### src/verilog/ccc_pkg.sv
// Purpose: Constants, register map and field layouts of the capture/compare block.
// Assumes: 32-bit plain register port, byte addresses, one word per register.
// Notes:   Each rule below is tagged where the logic carries it out.
package ccc_pkg;

  // ==========================================================================
  // Sizes and timing
  localparam int CCC_CHANNELS       = 16;
  localparam int CCC_TW             = 16;
  localparam int CCC_AW             = 8;
  localparam int CCC_DW             = 32;
  localparam int CCC_STAGGER_CYCLES = 8;

  // ==========================================================================
  // Register map
  localparam logic [7:0] CCC_OFF_TIMER0     = 8'h00;
  localparam logic [7:0] CCC_OFF_TIMER1     = 8'h04;
  localparam logic [7:0] CCC_OFF_RELOAD0    = 8'h08;
  localparam logic [7:0] CCC_OFF_RELOAD1    = 8'h0c;
  localparam logic [7:0] CCC_OFF_TCTL       = 8'h10;
  localparam logic [7:0] CCC_OFF_IRQ_STATUS = 8'h14;
  localparam logic [7:0] CCC_OFF_IRQ_ENABLE = 8'h18;
  localparam logic [7:0] CCC_OFF_IRQ_CLEAR  = 8'h1c;
  localparam logic [1:0] CCC_PAGE_CH_CTL    = 2'h1;
  localparam logic [1:0] CCC_PAGE_CH_VAL    = 2'h2;

  // Timer control word: timer 0 in bits 5:0, timer 1 in bits 13:8, stagger bit 16.
  localparam int CCC_TCTL_T1_POS   = 8;
  localparam int CCC_TCTL_STAG_POS = 16;
  // Channel control word: fields in bits 5:0, armed flag 6, pin level 7.
  localparam int CCC_CHCTL_ARM_POS = 6;
  localparam int CCC_CHCTL_PIN_POS = 7;

  // ==========================================================================
  // Encodings
  localparam logic [1:0] CCC_SRC_PRESCALE = 2'h0;
  localparam logic [1:0] CCC_SRC_GENTIMER = 2'h1;
  localparam logic [1:0] CCC_SRC_EXTERNAL = 2'h2;

  localparam logic [2:0] CCC_MODE_OFF      = 3'h0;
  localparam logic [2:0] CCC_MODE_CAP_RISE = 3'h1;
  localparam logic [2:0] CCC_MODE_CAP_FALL = 3'h2;
  localparam logic [2:0] CCC_MODE_CAP_BOTH = 3'h3;
  localparam logic [2:0] CCC_MODE_CMP0     = 3'h4;
  localparam logic [2:0] CCC_MODE_CMP1     = 3'h5;
  localparam logic [2:0] CCC_MODE_CMP2     = 3'h6;
  localparam logic [2:0] CCC_MODE_CMP3     = 3'h7;

  typedef struct packed {
    logic [1:0] src;
    logic [2:0] psel;
    logic       run;
  } ccc_tctl_s;

  typedef struct packed {
    logic       double_pin;
    logic       single_evt;
    logic       timer_sel;
    logic [2:0] mode;
  } ccc_chctl_s;

  // ==========================================================================
  // Reset values
  localparam ccc_tctl_s   CCC_TCTL_RST  = '0;
  localparam ccc_chctl_s  CCC_CHCTL_RST = '0;
  localparam logic [15:0] CCC_TW_RST    = 16'h0000;

endpackage

### src/verilog/ccc_capture_compare_block.sv
// Purpose: Sixteen-channel capture/compare block with two reloadable timers.
// Assumes: All inputs synchronous to i_clock; plain register port with 1-cycle read data.
// Notes:   Channel k and k+8 share pin k in double-register operation.
`timescale 1ns/100ps
module ccc_capture_compare_block #(
  parameter int NUM_CH = ccc_pkg::CCC_CHANNELS
) (
  input  wire logic                       i_clock,
  input  wire logic                       i_rst_n,
  input  wire logic [ccc_pkg::CCC_AW-1:0] i_addr,
  input  wire logic [ccc_pkg::CCC_DW-1:0] i_wdata,
  input  wire logic                       i_wr,
  input  wire logic                       i_rd,
  output logic      [ccc_pkg::CCC_DW-1:0] o_rdata,
  input  wire logic [NUM_CH-1:0]          i_pin,
  output logic      [NUM_CH-1:0]          o_pin,
  output logic      [NUM_CH-1:0]          o_pin_oe,
  input  wire logic                       i_sixth_general_timer_ovf,
  input  wire logic [1:0]                 i_ext_count,
  output logic                            o_irq
);

  localparam int TW   = ccc_pkg::CCC_TW;
  localparam int HALF = NUM_CH / 2;

  ccc_pkg::ccc_tctl_s  tctl_reg     [2];
  logic [TW-1:0]       timer_reg    [2];
  logic [TW-1:0]       reload_reg   [2];
  logic                stagger_reg;
  logic [2:0]          stag_cnt_reg;
  logic [7:0]          div_reg;
  logic [1:0]          ext_prev_reg;
  logic [1:0]          counted_reg;
  logic [1:0]          tick;
  logic [1:0]          ovf;
  logic                base_tick;
  ccc_pkg::ccc_chctl_s ctl_reg      [NUM_CH];
  logic [TW-1:0]       val_reg      [NUM_CH];
  logic [NUM_CH-1:0]   pin_prev_reg;
  logic [NUM_CH-1:0]   pin_reg;
  logic [NUM_CH-1:0]   armed_reg;
  logic [NUM_CH-1:0]   done_reg;
  logic [NUM_CH-1:0]   cap_evt;
  logic [NUM_CH-1:0]   act;
  logic [NUM_CH-1:0]   status_reg;
  logic [NUM_CH-1:0]   enable_reg;
  logic [31:0]         rdata_reg;
  logic [3:0]          idx;
  logic                wr_ctl;
  logic                wr_val;

  assign idx    = i_addr[5:2];
  assign wr_ctl = i_wr && (i_addr[7:6] == ccc_pkg::CCC_PAGE_CH_CTL);
  assign wr_val = i_wr && (i_addr[7:6] == ccc_pkg::CCC_PAGE_CH_VAL);

  // ==========================================================================
  // Base tick and shared prescaler

  always_ff @(posedge i_clock)
  begin
    if (!i_rst_n)
      stag_cnt_reg <= 3'h0;
    else
      stag_cnt_reg <= stag_cnt_reg + 3'h1;
  end

  // Staggered operation stretches the finest step to eight clocks.
  assign base_tick = !stagger_reg || (stag_cnt_reg == 3'(ccc_pkg::CCC_STAGGER_CYCLES - 1));

  always_ff @(posedge i_clock)
  begin
    if (!i_rst_n)
      div_reg <= 8'h00;
    else if (base_tick)
      div_reg <= div_reg + 8'h01;
  end

  always_ff @(posedge i_clock)
  begin
    if (!i_rst_n)
      ext_prev_reg <= 2'h0;
    else
      ext_prev_reg <= i_ext_count;
  end

  always_ff @(posedge i_clock)
  begin
    if (!i_rst_n)
    begin
      tctl_reg[0] <= ccc_pkg::CCC_TCTL_RST;
      tctl_reg[1] <= ccc_pkg::CCC_TCTL_RST;
      stagger_reg <= 1'b0;
    end
    else if (i_wr && i_addr == ccc_pkg::CCC_OFF_TCTL)
    begin
      tctl_reg[0] <= i_wdata[5:0];
      tctl_reg[1] <= i_wdata[ccc_pkg::CCC_TCTL_T1_POS +: 6];
      stagger_reg <= i_wdata[ccc_pkg::CCC_TCTL_STAG_POS];
    end
  end

  // ==========================================================================
  // Timers

  for (genvar t = 0; t < 2; t++)
  begin : g_timer
    logic [7:0] mask;
    logic       src_tick;
    logic [7:0] off_timer;
    logic [7:0] off_reload;

    assign off_timer  = (t == 0) ? ccc_pkg::CCC_OFF_TIMER0 : ccc_pkg::CCC_OFF_TIMER1;
    assign off_reload = (t == 0) ? ccc_pkg::CCC_OFF_RELOAD0 : ccc_pkg::CCC_OFF_RELOAD1;
    assign mask       = ~(8'hff << tctl_reg[t].psel);

    always_comb
    begin
      case (tctl_reg[t].src)
        ccc_pkg::CCC_SRC_PRESCALE: src_tick = base_tick && ((div_reg & mask) == mask);
        ccc_pkg::CCC_SRC_GENTIMER: src_tick = i_sixth_general_timer_ovf;
        ccc_pkg::CCC_SRC_EXTERNAL: src_tick = i_ext_count[t] && !ext_prev_reg[t];
        default:                   src_tick = 1'b0;
      endcase
    end

    assign tick[t] = tctl_reg[t].run && src_tick;
    assign ovf[t]  = tick[t] && (timer_reg[t] == '1);

    always_ff @(posedge i_clock)
    begin
      if (!i_rst_n)
        reload_reg[t] <= ccc_pkg::CCC_TW_RST;
      else if (i_wr && i_addr == off_reload)
        reload_reg[t] <= i_wdata[TW-1:0];
    end

    // A software write to the count wins over a tick in the same cycle.
    always_ff @(posedge i_clock)
    begin
      if (!i_rst_n)
        timer_reg[t] <= ccc_pkg::CCC_TW_RST;
      else if (i_wr && i_addr == off_timer)
        timer_reg[t] <= i_wdata[TW-1:0];
      else if (ovf[t])
        timer_reg[t] <= reload_reg[t];
      else if (tick[t])
        timer_reg[t] <= timer_reg[t] + 16'h0001;
    end

    always_ff @(posedge i_clock)
    begin
      if (!i_rst_n)
        counted_reg[t] <= 1'b0;
      else
        counted_reg[t] <= tick[t];
    end
  end

  // ==========================================================================
  // Channels

  always_ff @(posedge i_clock)
  begin
    if (!i_rst_n)
      pin_prev_reg <= '0;
    else
      pin_prev_reg <= i_pin;
  end

  for (genvar i = 0; i < NUM_CH; i++)
  begin : g_ch
    logic [TW-1:0] tval;
    logic          tcnt;
    logic          tovf;
    logic          rise;
    logic          fall;
    logic          is_cmp;
    logic          once;
    logic          match;
    logic          partner;
    logic          toggle;
    logic          sel_wr;

    assign sel_wr = (idx == 4'(i));
    assign tval   = ctl_reg[i].timer_sel ? timer_reg[1] : timer_reg[0];
    assign tcnt   = ctl_reg[i].timer_sel ? counted_reg[1] : counted_reg[0];
    assign tovf   = ctl_reg[i].timer_sel ? ovf[1] : ovf[0];
    assign rise   = i_pin[i] && !pin_prev_reg[i];
    assign fall   = !i_pin[i] && pin_prev_reg[i];
    assign is_cmp = ctl_reg[i].mode[2];
    assign once   = (ctl_reg[i].mode == ccc_pkg::CCC_MODE_CMP2) || (ctl_reg[i].mode == ccc_pkg::CCC_MODE_CMP3);

    always_comb
    begin
      case (ctl_reg[i].mode)
        ccc_pkg::CCC_MODE_CAP_RISE: cap_evt[i] = rise;
        ccc_pkg::CCC_MODE_CAP_FALL: cap_evt[i] = fall;
        ccc_pkg::CCC_MODE_CAP_BOTH: cap_evt[i] = rise || fall;
        default:                    cap_evt[i] = 1'b0;
      endcase
    end

    // The compare runs one clock after each count, against the new timer value.
    assign match  = is_cmp && tcnt && (tval == val_reg[i]);
    assign act[i] = match && (armed_reg[i] || !ctl_reg[i].single_evt) && !(once && done_reg[i]);

    if (i < HALF)
    begin : g_lo
      assign partner = ctl_reg[i].double_pin && act[i + HALF];
    end
    else
    begin : g_hi
      assign partner = 1'b0;
    end

    assign toggle = (act[i] && (ctl_reg[i].mode == ccc_pkg::CCC_MODE_CMP1 || ctl_reg[i].double_pin)) || partner;

    always_ff @(posedge i_clock)
    begin
      if (!i_rst_n)
        ctl_reg[i] <= ccc_pkg::CCC_CHCTL_RST;
      else if (wr_ctl && sel_wr)
        ctl_reg[i] <= i_wdata[5:0];
    end

    // Capture wins over a software write in the same cycle.
    always_ff @(posedge i_clock)
    begin
      if (!i_rst_n)
        val_reg[i] <= ccc_pkg::CCC_TW_RST;
      else if (cap_evt[i])
        val_reg[i] <= tval;
      else if (wr_val && sel_wr)
        val_reg[i] <= i_wdata[TW-1:0];
    end

    // Writing the control word re-arms the channel.
    always_ff @(posedge i_clock)
    begin
      if (!i_rst_n)
        armed_reg[i] <= 1'b0;
      else if (wr_ctl && sel_wr)
        armed_reg[i] <= 1'b1;
      else if (act[i] && ctl_reg[i].single_evt)
        armed_reg[i] <= 1'b0;
    end

    always_ff @(posedge i_clock)
    begin
      if (!i_rst_n)
        done_reg[i] <= 1'b0;
      else if (act[i])
        done_reg[i] <= 1'b1;
      else if (tovf || (wr_ctl && sel_wr))
        done_reg[i] <= 1'b0;
    end

    // Mode 0 and mode 2 touch the pin level only in double-register operation.
    always_ff @(posedge i_clock)
    begin
      if (!i_rst_n)
        pin_reg[i] <= 1'b0;
      else if (act[i] && ctl_reg[i].mode == ccc_pkg::CCC_MODE_CMP3)
        pin_reg[i] <= 1'b1;
      else if (toggle)
        pin_reg[i] <= !pin_reg[i];
      else if (tovf && ctl_reg[i].mode == ccc_pkg::CCC_MODE_CMP3 && !ctl_reg[i].double_pin)
        pin_reg[i] <= 1'b0;
    end

    assign o_pin_oe[i] = is_cmp && (ctl_reg[i].mode[0] || ctl_reg[i].double_pin);
  end

  assign o_pin = pin_reg;

  // ==========================================================================
  // Interrupt status

  // A new event in the clearing cycle survives the clear.
  always_ff @(posedge i_clock)
  begin
    if (!i_rst_n)
      status_reg <= '0;
    else if (i_wr && i_addr == ccc_pkg::CCC_OFF_IRQ_CLEAR)
      status_reg <= (status_reg & ~i_wdata[NUM_CH-1:0]) | cap_evt | act;
    else
      status_reg <= status_reg | cap_evt | act;
  end

  always_ff @(posedge i_clock)
  begin
    if (!i_rst_n)
      enable_reg <= '0;
    else if (i_wr && i_addr == ccc_pkg::CCC_OFF_IRQ_ENABLE)
      enable_reg <= i_wdata[NUM_CH-1:0];
  end

  assign o_irq = |(status_reg & enable_reg);

  // ==========================================================================
  // Read port

  always_ff @(posedge i_clock)
  begin
    if (!i_rst_n)
      rdata_reg <= 32'h0000_0000;
    else if (!i_rd)
      rdata_reg <= 32'h0000_0000;
    else if (i_addr[7:6] == ccc_pkg::CCC_PAGE_CH_CTL && 32'(idx) < NUM_CH)
      rdata_reg <= {24'h00_0000, pin_reg[idx], armed_reg[idx], ctl_reg[idx]};
    else if (i_addr[7:6] == ccc_pkg::CCC_PAGE_CH_VAL && 32'(idx) < NUM_CH)
      rdata_reg <= {16'h0000, val_reg[idx]};
    else
    begin
      case (i_addr)
        ccc_pkg::CCC_OFF_TIMER0:     rdata_reg <= {16'h0000, timer_reg[0]};
        ccc_pkg::CCC_OFF_TIMER1:     rdata_reg <= {16'h0000, timer_reg[1]};
        ccc_pkg::CCC_OFF_RELOAD0:    rdata_reg <= {16'h0000, reload_reg[0]};
        ccc_pkg::CCC_OFF_RELOAD1:    rdata_reg <= {16'h0000, reload_reg[1]};
        ccc_pkg::CCC_OFF_TCTL:       rdata_reg <= {15'h0000, stagger_reg, 2'h0, tctl_reg[1], 2'h0, tctl_reg[0]};
        ccc_pkg::CCC_OFF_IRQ_STATUS: rdata_reg <= 32'(status_reg);
        ccc_pkg::CCC_OFF_IRQ_ENABLE: rdata_reg <= 32'(enable_reg);
        default:                     rdata_reg <= 32'h0000_0000;
      endcase
    end
  end

  assign o_rdata = rdata_reg;
endmodule

### config.mk
export PLATFORM = sky130hd
export DESIGN_NAME = ccc_capture_compare_block
export DESIGN_NICKNAME = d
export VERILOG_FILES = /design/src/verilog/ccc_pkg.sv /design/src/verilog/ccc_capture_compare_block.sv
export SDC_FILE = /design/constraint.sdc
export NUM_CORES = 2
export LEC_CHECK = 0
export BUFFER_PORTS_ARGS = -buffer_cell sky130_fd_sc_hd__buf_2
export CORE_AREA = 2 2 269 271
export DETAILED_ROUTE_END_ITERATION = 10
export DIE_AREA = 0 0 271 273
export GPL_TIMING_DRIVEN = 0
export PLACE_DENSITY = 0.73
export SETUP_SLACK_MARGIN = 0.3
export SYNTH_ARGS = -nofsm -noshare
export SYNTH_HDL_FRONTEND = slang
export SYNTH_SLANG_ARGS = --single-unit
export TNS_END_PERCENT = 1
### constraint.sdc
create_clock -name i_clock -period 8.6 [get_ports i_clock]
set_clock_uncertainty 0.05 [all_clocks]
set_input_delay 0.86 -clock i_clock [delete_from_list [all_inputs] [get_ports i_clock]]
set_output_delay 0.86 -clock i_clock [all_outputs]
set_load 0.01 [all_outputs]
## After elaboration in Yosys (flattened, before gate mapping)

Memories as Yosys holds them, arrays and structs flattened.
Index checks and enable logic that the tools add are counted.

| storage, ports and cells | value |
|---|---|
| register bits | 129 |
| bits in writable memories | 428 |
| input bits | 63 |
| output and inout bits | 65 |
| memories kept | 5 |

| operators by class | value |
|---|---|
| add/sub/neg operators | 4 |
| order comparisons | 1 |
| equality and inequality tests | 145 |
| shift operators | 2 |
| mux-type cells | 438 |
| bitwise gates (word level) | 71 |
| reductions and logical operators | 525 |

Memory list:

| name | depth | bits a word | rd ports | clocked after Yosys merged registers in | write ports | line | text |
|---|---|---|---|---|---|---|---|
| val_reg | 16 | 16 | 17 | 0 | 16 | ccc_capture_compare_block.sv:38 | `logic [TW-1:0] val_reg [NUM_CH];` |
| ctl_reg | 16 | 6 | 17 | 0 | 16 | ccc_capture_compare_block.sv:37 | `ccc_pkg::ccc_chctl_s ctl_reg [NUM_CH];` |
| reload_reg | 2 | 16 | 2 | 0 | 2 | ccc_capture_compare_block.sv:28 | `logic [TW-1:0] reload_reg [2];` |
| timer_reg | 2 | 16 | 2 | 0 | 2 | ccc_capture_compare_block.sv:27 | `logic [TW-1:0] timer_reg [2];` |
| tctl_reg | 2 | 6 | 2 | 0 | 2 | ccc_capture_compare_block.sv:26 | `ccc_pkg::ccc_tctl_s tctl_reg [2];` |

Operators by type and width:

| cell | count |
|---|---|
| 2-to-1 mux 16 bit | 58 |
| 2-to-1 mux 1 bit | 340 |
| logical AND 1 bit | 265 |
| == test 16 bit | 16 |
| == test 3 bit (second input constant) | 49 |
| one-hot mux 17 bit (7 select lines) | 1 |
| 2-to-1 mux 6 bit | 18 |
| logical OR 1 bit | 105 |
| logical NOT 1 bit | 99 |
| == test 3 x 2 -> 1 bit (second input constant) | 32 |
| bitwise OR 16 bit | 4 |
| nonzero test 2 bit | 32 |
| bitwise OR 1 bit | 58 |
| one-hot mux 1 bit (3 select lines) | 18 |
| == test 3 x 1 -> 1 bit (second input constant) | 16 |
| nonzero test 3 bit | 16 |
| adder 16 x 1 -> 16 bit (second input constant) | 2 |
| AND 16 bit | 2 |
| == test 16 bit (second input constant) | 2 |
| == test 4 bit (second input constant) | 8 |
| == test 8 x 5 -> 1 bit (second input constant) | 4 |
| AND 8 bit | 2 |
| == test 4 x 3 -> 1 bit (second input constant) | 4 |
| == test 8 x 4 -> 1 bit (second input constant) | 2 |
| other kinds (22) | 33 |

## Longest topological paths before layout

An unclocked memory read counts as a cell.

| depth | value |
|---|---|
| depth after elaboration | 15 |
| mapped depth | 11 |
| depth with buffers taken out | 9 |

## Worst setup path after synthesis

OpenSTA, ideal clock, no wires.

| timing path | value |
|---|---|
| kind | input port to flip-flop |
| start | in i_addr[2] in the netlist's numbering |
| end | mem val_reg[5][0] in the netlist's numbering (enable) |
| arrival | 2.748 ns |
| data required time | 8.153 ns |
| path slack | 5.405 ns |
| cell stages on the path | 6 |
| cells stage by stage | buf_2 buf_4 buf_4 and2b_1 nand2_1 o221ai_1 |

RTL lines:

| item | line | text |
|---|---|---|
| start: declaration | ccc_capture_compare_block.sv:10 | `input wire logic [ccc_pkg::CCC_AW-1:0] i_addr,` |
| end: declaration | ccc_capture_compare_block.sv:38 |  |

==> run summary <==
TIMING
----------------------------------------------------------------------------------------
Final slew viol count                                                                 24
Worst Setup Slack, final                                                         3.59 ns
Final worst path period share                                                      58.3%
Number of failing hold endpoints at the final stage                                    0
RSZ-0062 raised after global routing                                               false
Minimum clock period                                                             5.01 ns
Worst slew slack as a fraction of its limit                                       -9.76%
Final number of setup-violating endpoints                                              0
Final setup TNS                                                                     0 ns
Peak clock frequency supported by timing                                         200 MHz
Transition time at the pin with the least slew margin                            1.63 ns

WORST SETUP PATH
----------------------------------------------------------------------------------------
Critical-path cell with the highest stage delay                             sky130_fd_sc_hd__nor4_1
Category of the worst setup path capture point                                 flip-flop
Worst-path fanout max                                                                 10
CP max stage delay                                                               1.28 ns
Kind of start point of the critical path                                       flip-flop
Setup Crit Path Kind                                                        flip-flop to flip-flop
Worst EP required                                                                9.07 ns
Arrival @ worst endpoint                                                         5.48 ns
CP cell instances                                                           clkbuf_1 > clkbuf_1 > mux2i_1 > xnor2_1 > nor4_1 > nand2_1 > nor2_1 > nand2_1 > a31o_2
FF-to-FF path depth                                                                    9

PLACEMENT
----------------------------------------------------------------------------------------
Last weighted congestion value of the routability-driven placer                     1.07
Total half-perimeter wirelength after legalization and detailed placement         127 mm
IO buf count                                                                          87
Worst slack, placed                                                              3.85 ns

SYNTHESIS
----------------------------------------------------------------------------------------
Post-synthesis register bit count                                                    556
Share of Yosys cell area claimed by the top area cell type                         36.5%
Count of different cell masters after synthesis                                       73
Primary FF master, synth                                                    sky130_fd_sc_hd__edfxtp_1
Average instance area after synthesis                                           10.3 µm²
Synthesized netlist cell count                                                      3427
Synth Cell Area                                                                35200 µm²
Top cell type by total area after synthesis                                 sky130_fd_sc_hd__edfxtp_1
Number of warnings printed during yosys synthesis                                      0
Ranking of synthesized cells by area                                        sky130_fd_sc_hd__edfxtp_1, sky130_fd_sc_hd__mux2i_1, sky130_fd_sc_hd__mux4_2
Share of synthesized flip-flops with an asynchronous set or reset                     0%
Number of enable flip-flop cells after synthesis                                     428
Portion of the post-synthesis area used by sequential elements                     43.8%

PWR
----------------------------------------------------------------------------------------
Max VDD drop                                                                    0.187 mV
Power density normalized to cell area                                         190 nW/µm²
Total leakage power                                                              14.2 nW

DIE
----------------------------------------------------------------------------------------
Initial cell density of the core                                                   49.6%
Horizontal extent of the die                                                      271 µm
Ports placed on the boundary                                                         128
Die Footprint                                                                  74000 µm²
# rows                                                                                98
Die Ht                                                                            273 µm
Core area                                                                      71000 µm²

ROUTE
----------------------------------------------------------------------------------------
# DRC                                                                                  0
First drt pass iteration count                                                         7
Total number of vias                                                               32000
Routed WL                                                                         164 mm
Routed wire per std cell                                                         35.5 µm
Via/cell ratio                                                                      6.92
Number of nets still failing antenna checks after routing                              0
First DRT Iteration DRCs                                                            5671

CTS
----------------------------------------------------------------------------------------
Clock-pin slew of the registers on the worst-case setup and hold paths           0.06 ns
Resized cells post-CTS                                                                 0
Inserted Clock Buffers                                                                68
Maximum level of the CTS H-tree                                                        3
Source-to-sink clock delay at the later pin of the worst-skew pair               0.64 ns
CTS tree                                                                             yes
Hold buffer count at cts                                                               0
Post-CTS setup-driven buffer insertion count                                           0
Clk sink count                                                                       556
Max Buffers Root-to-Sink                                                               3
Buffer cell driving the clock tree root                                     sky130_fd_sc_hd__clkbuf_16

GLOBAL ROUTING
----------------------------------------------------------------------------------------
Wire length of the first global-routing pass                                      224 mm
Antenna violations before repair                                                      13
Largest net degree at the start of global routing                                     17
Total Routing Usage GR                                                             43.2%
Number of global-route vias before repair                                          30200
Overall overflow remaining after global route                                          0

HOLD PATH
----------------------------------------------------------------------------------------
Instance count along the most critical hold path                                       1
Path category of the worst min-delay check                                  flip-flop to flip-flop

JOB
----------------------------------------------------------------------------------------
Max-capacitance violation count                                                        4

FINAL LAYOUT
----------------------------------------------------------------------------------------
Area growth, synth to finish                                                       11.1%
Max FFs per register                                                                 256
Number of fill cells in the layout                                                  6283
Fin nets                                                                            3703
Most frequent standard cell in the layout excluding fill and tap cells      sky130_fd_sc_hd__nand2_1
Leading cell types in the layout, fill and taps excluded                    sky130_fd_sc_hd__nand2_1, sky130_fd_sc_hd__edfxtp_1, sky130_fd_sc_hd__mux2i_1
Fraction of final layout cells sized beyond drive strength 1                       13.7%

STATUS
----------------------------------------------------------------------------------------
Outcome                                                                     finished, violations left
Violated checks                                                             max-capacitance violations, max-slew violations

-- logic make-up after synthesis --
kind of cell / after synthesis / synth area share, %
buffers and inverters: 357 / 4.64
other: 1 / 0.0106
xor gates and xnor gates: 287 / 7.14
AOI/OAI and AO/OA: 629 / 10.9
and+or+nand+nor: 1141 / 16.0
DFF: 556 / 43.8
muxes: 419 / 16.2
adders and majority gates: 37 / 1.31
-- critical path: cells and delay by family, from the launching register on --
| family | cells | cell delay, ns |
|---|---|---|
| compound gates | 1 | 0.25 |
| xor+xnor | 1 | 0.21 |
| flops | 1 | 0.33 |
| mux | 1 | 0.24 |
| simple gates | 4 | 2.18 |
| buf+inv | 2 | 1.61 |
-- per-layer routing --
metal | share of wire, % | track usage (%) | wire length (µm) | vias up
met5 | 0.030 | 0 | 49 | -
met4 | 8.2 | 29.1 | 13400 | 6
met3 | 14 | 13.4 | 23000 | 657
met2 | 43 | 64.7 | 69900 | 2896
met1 | 35 | 53.9 | 57500 | 15600
li1 | - | - | - | 12800
-- Yosys cell counts, drive strengths merged, types with 31 or more instances --
| master | instances |
|---|---|
| mux4 | 120 |
| edfxtp | 428 |
| nor2 | 167 |
| and2 | 151 |
| a21oi | 90 |
| buf | 162 |
| dfxtp | 128 |
| nand2 | 484 |
| mux2i | 293 |
| clkbuf | 129 |
| nor3 | 74 |
| xnor2 | 225 |
| nand3 | 71 |
| xor2 | 62 |
| inv | 66 |
| ha | 37 |
| nor4 | 71 |
| a22oi | 31 |
| o21ai | 308 |
-- per-stage QoR --
step / power [mW] / std cells / instance area [µm²] / hold WS, ns / utilization, %
final: 7.44 / 4621 / 39100 / 0.367 / 55.1
after CTS: 7.32 / 4607 / 39100 / 0.371 / 55.1
after global placement: 4.52 / 4478 / 36900 / 0.360 / 52.0
after global routing: 7.52 / 4608 / 39100 / 0.402 / 55.1
after detailed placement: 4.53 / 4482 / 37000 / 0.364 / 52.1
after floorplan: 3.96 / 3441 / 35300 / 0.349 / -
-- final timing paths --
| kind | from | slack (ns) | endpoint |
|---|---|---|---|
| setup / recovery | timer_reg[0][5] | 3.59 | armed_reg[14] |
| hold / removal | stag_cnt_reg[0] | 0.37 | stag_cnt_reg[0] |
| setup reg to reg | timer_reg[0][5] | 3.59 | armed_reg[14] |
| hold reg to reg | stag_cnt_reg[0] | 0.37 | stag_cnt_reg[0] |
-- power by group --
part           switching, mW  total, mW  internal (mW)
logic                  0.918       1.35          0.430
registers              0.166       3.22           3.05
clock network           1.25       2.88           1.63
-- final cells by class --
type,count,area [µm²],share of cell area (%)
Inverter,66,248,0.633
Tap cell,950,1190,3.04
Timing Repair Buffer,92,495,1.27
Buffer,291,1390,3.54
Clock inverter,24,184,0.470
Sequential cell,556,15400,39.4
Antenna cell,13,32.5,0.0831
Clock buffer,101,1950,4.98
Multi-Input combinational cell,2528,18200,46.6
(Power assumes the default switching activity.)
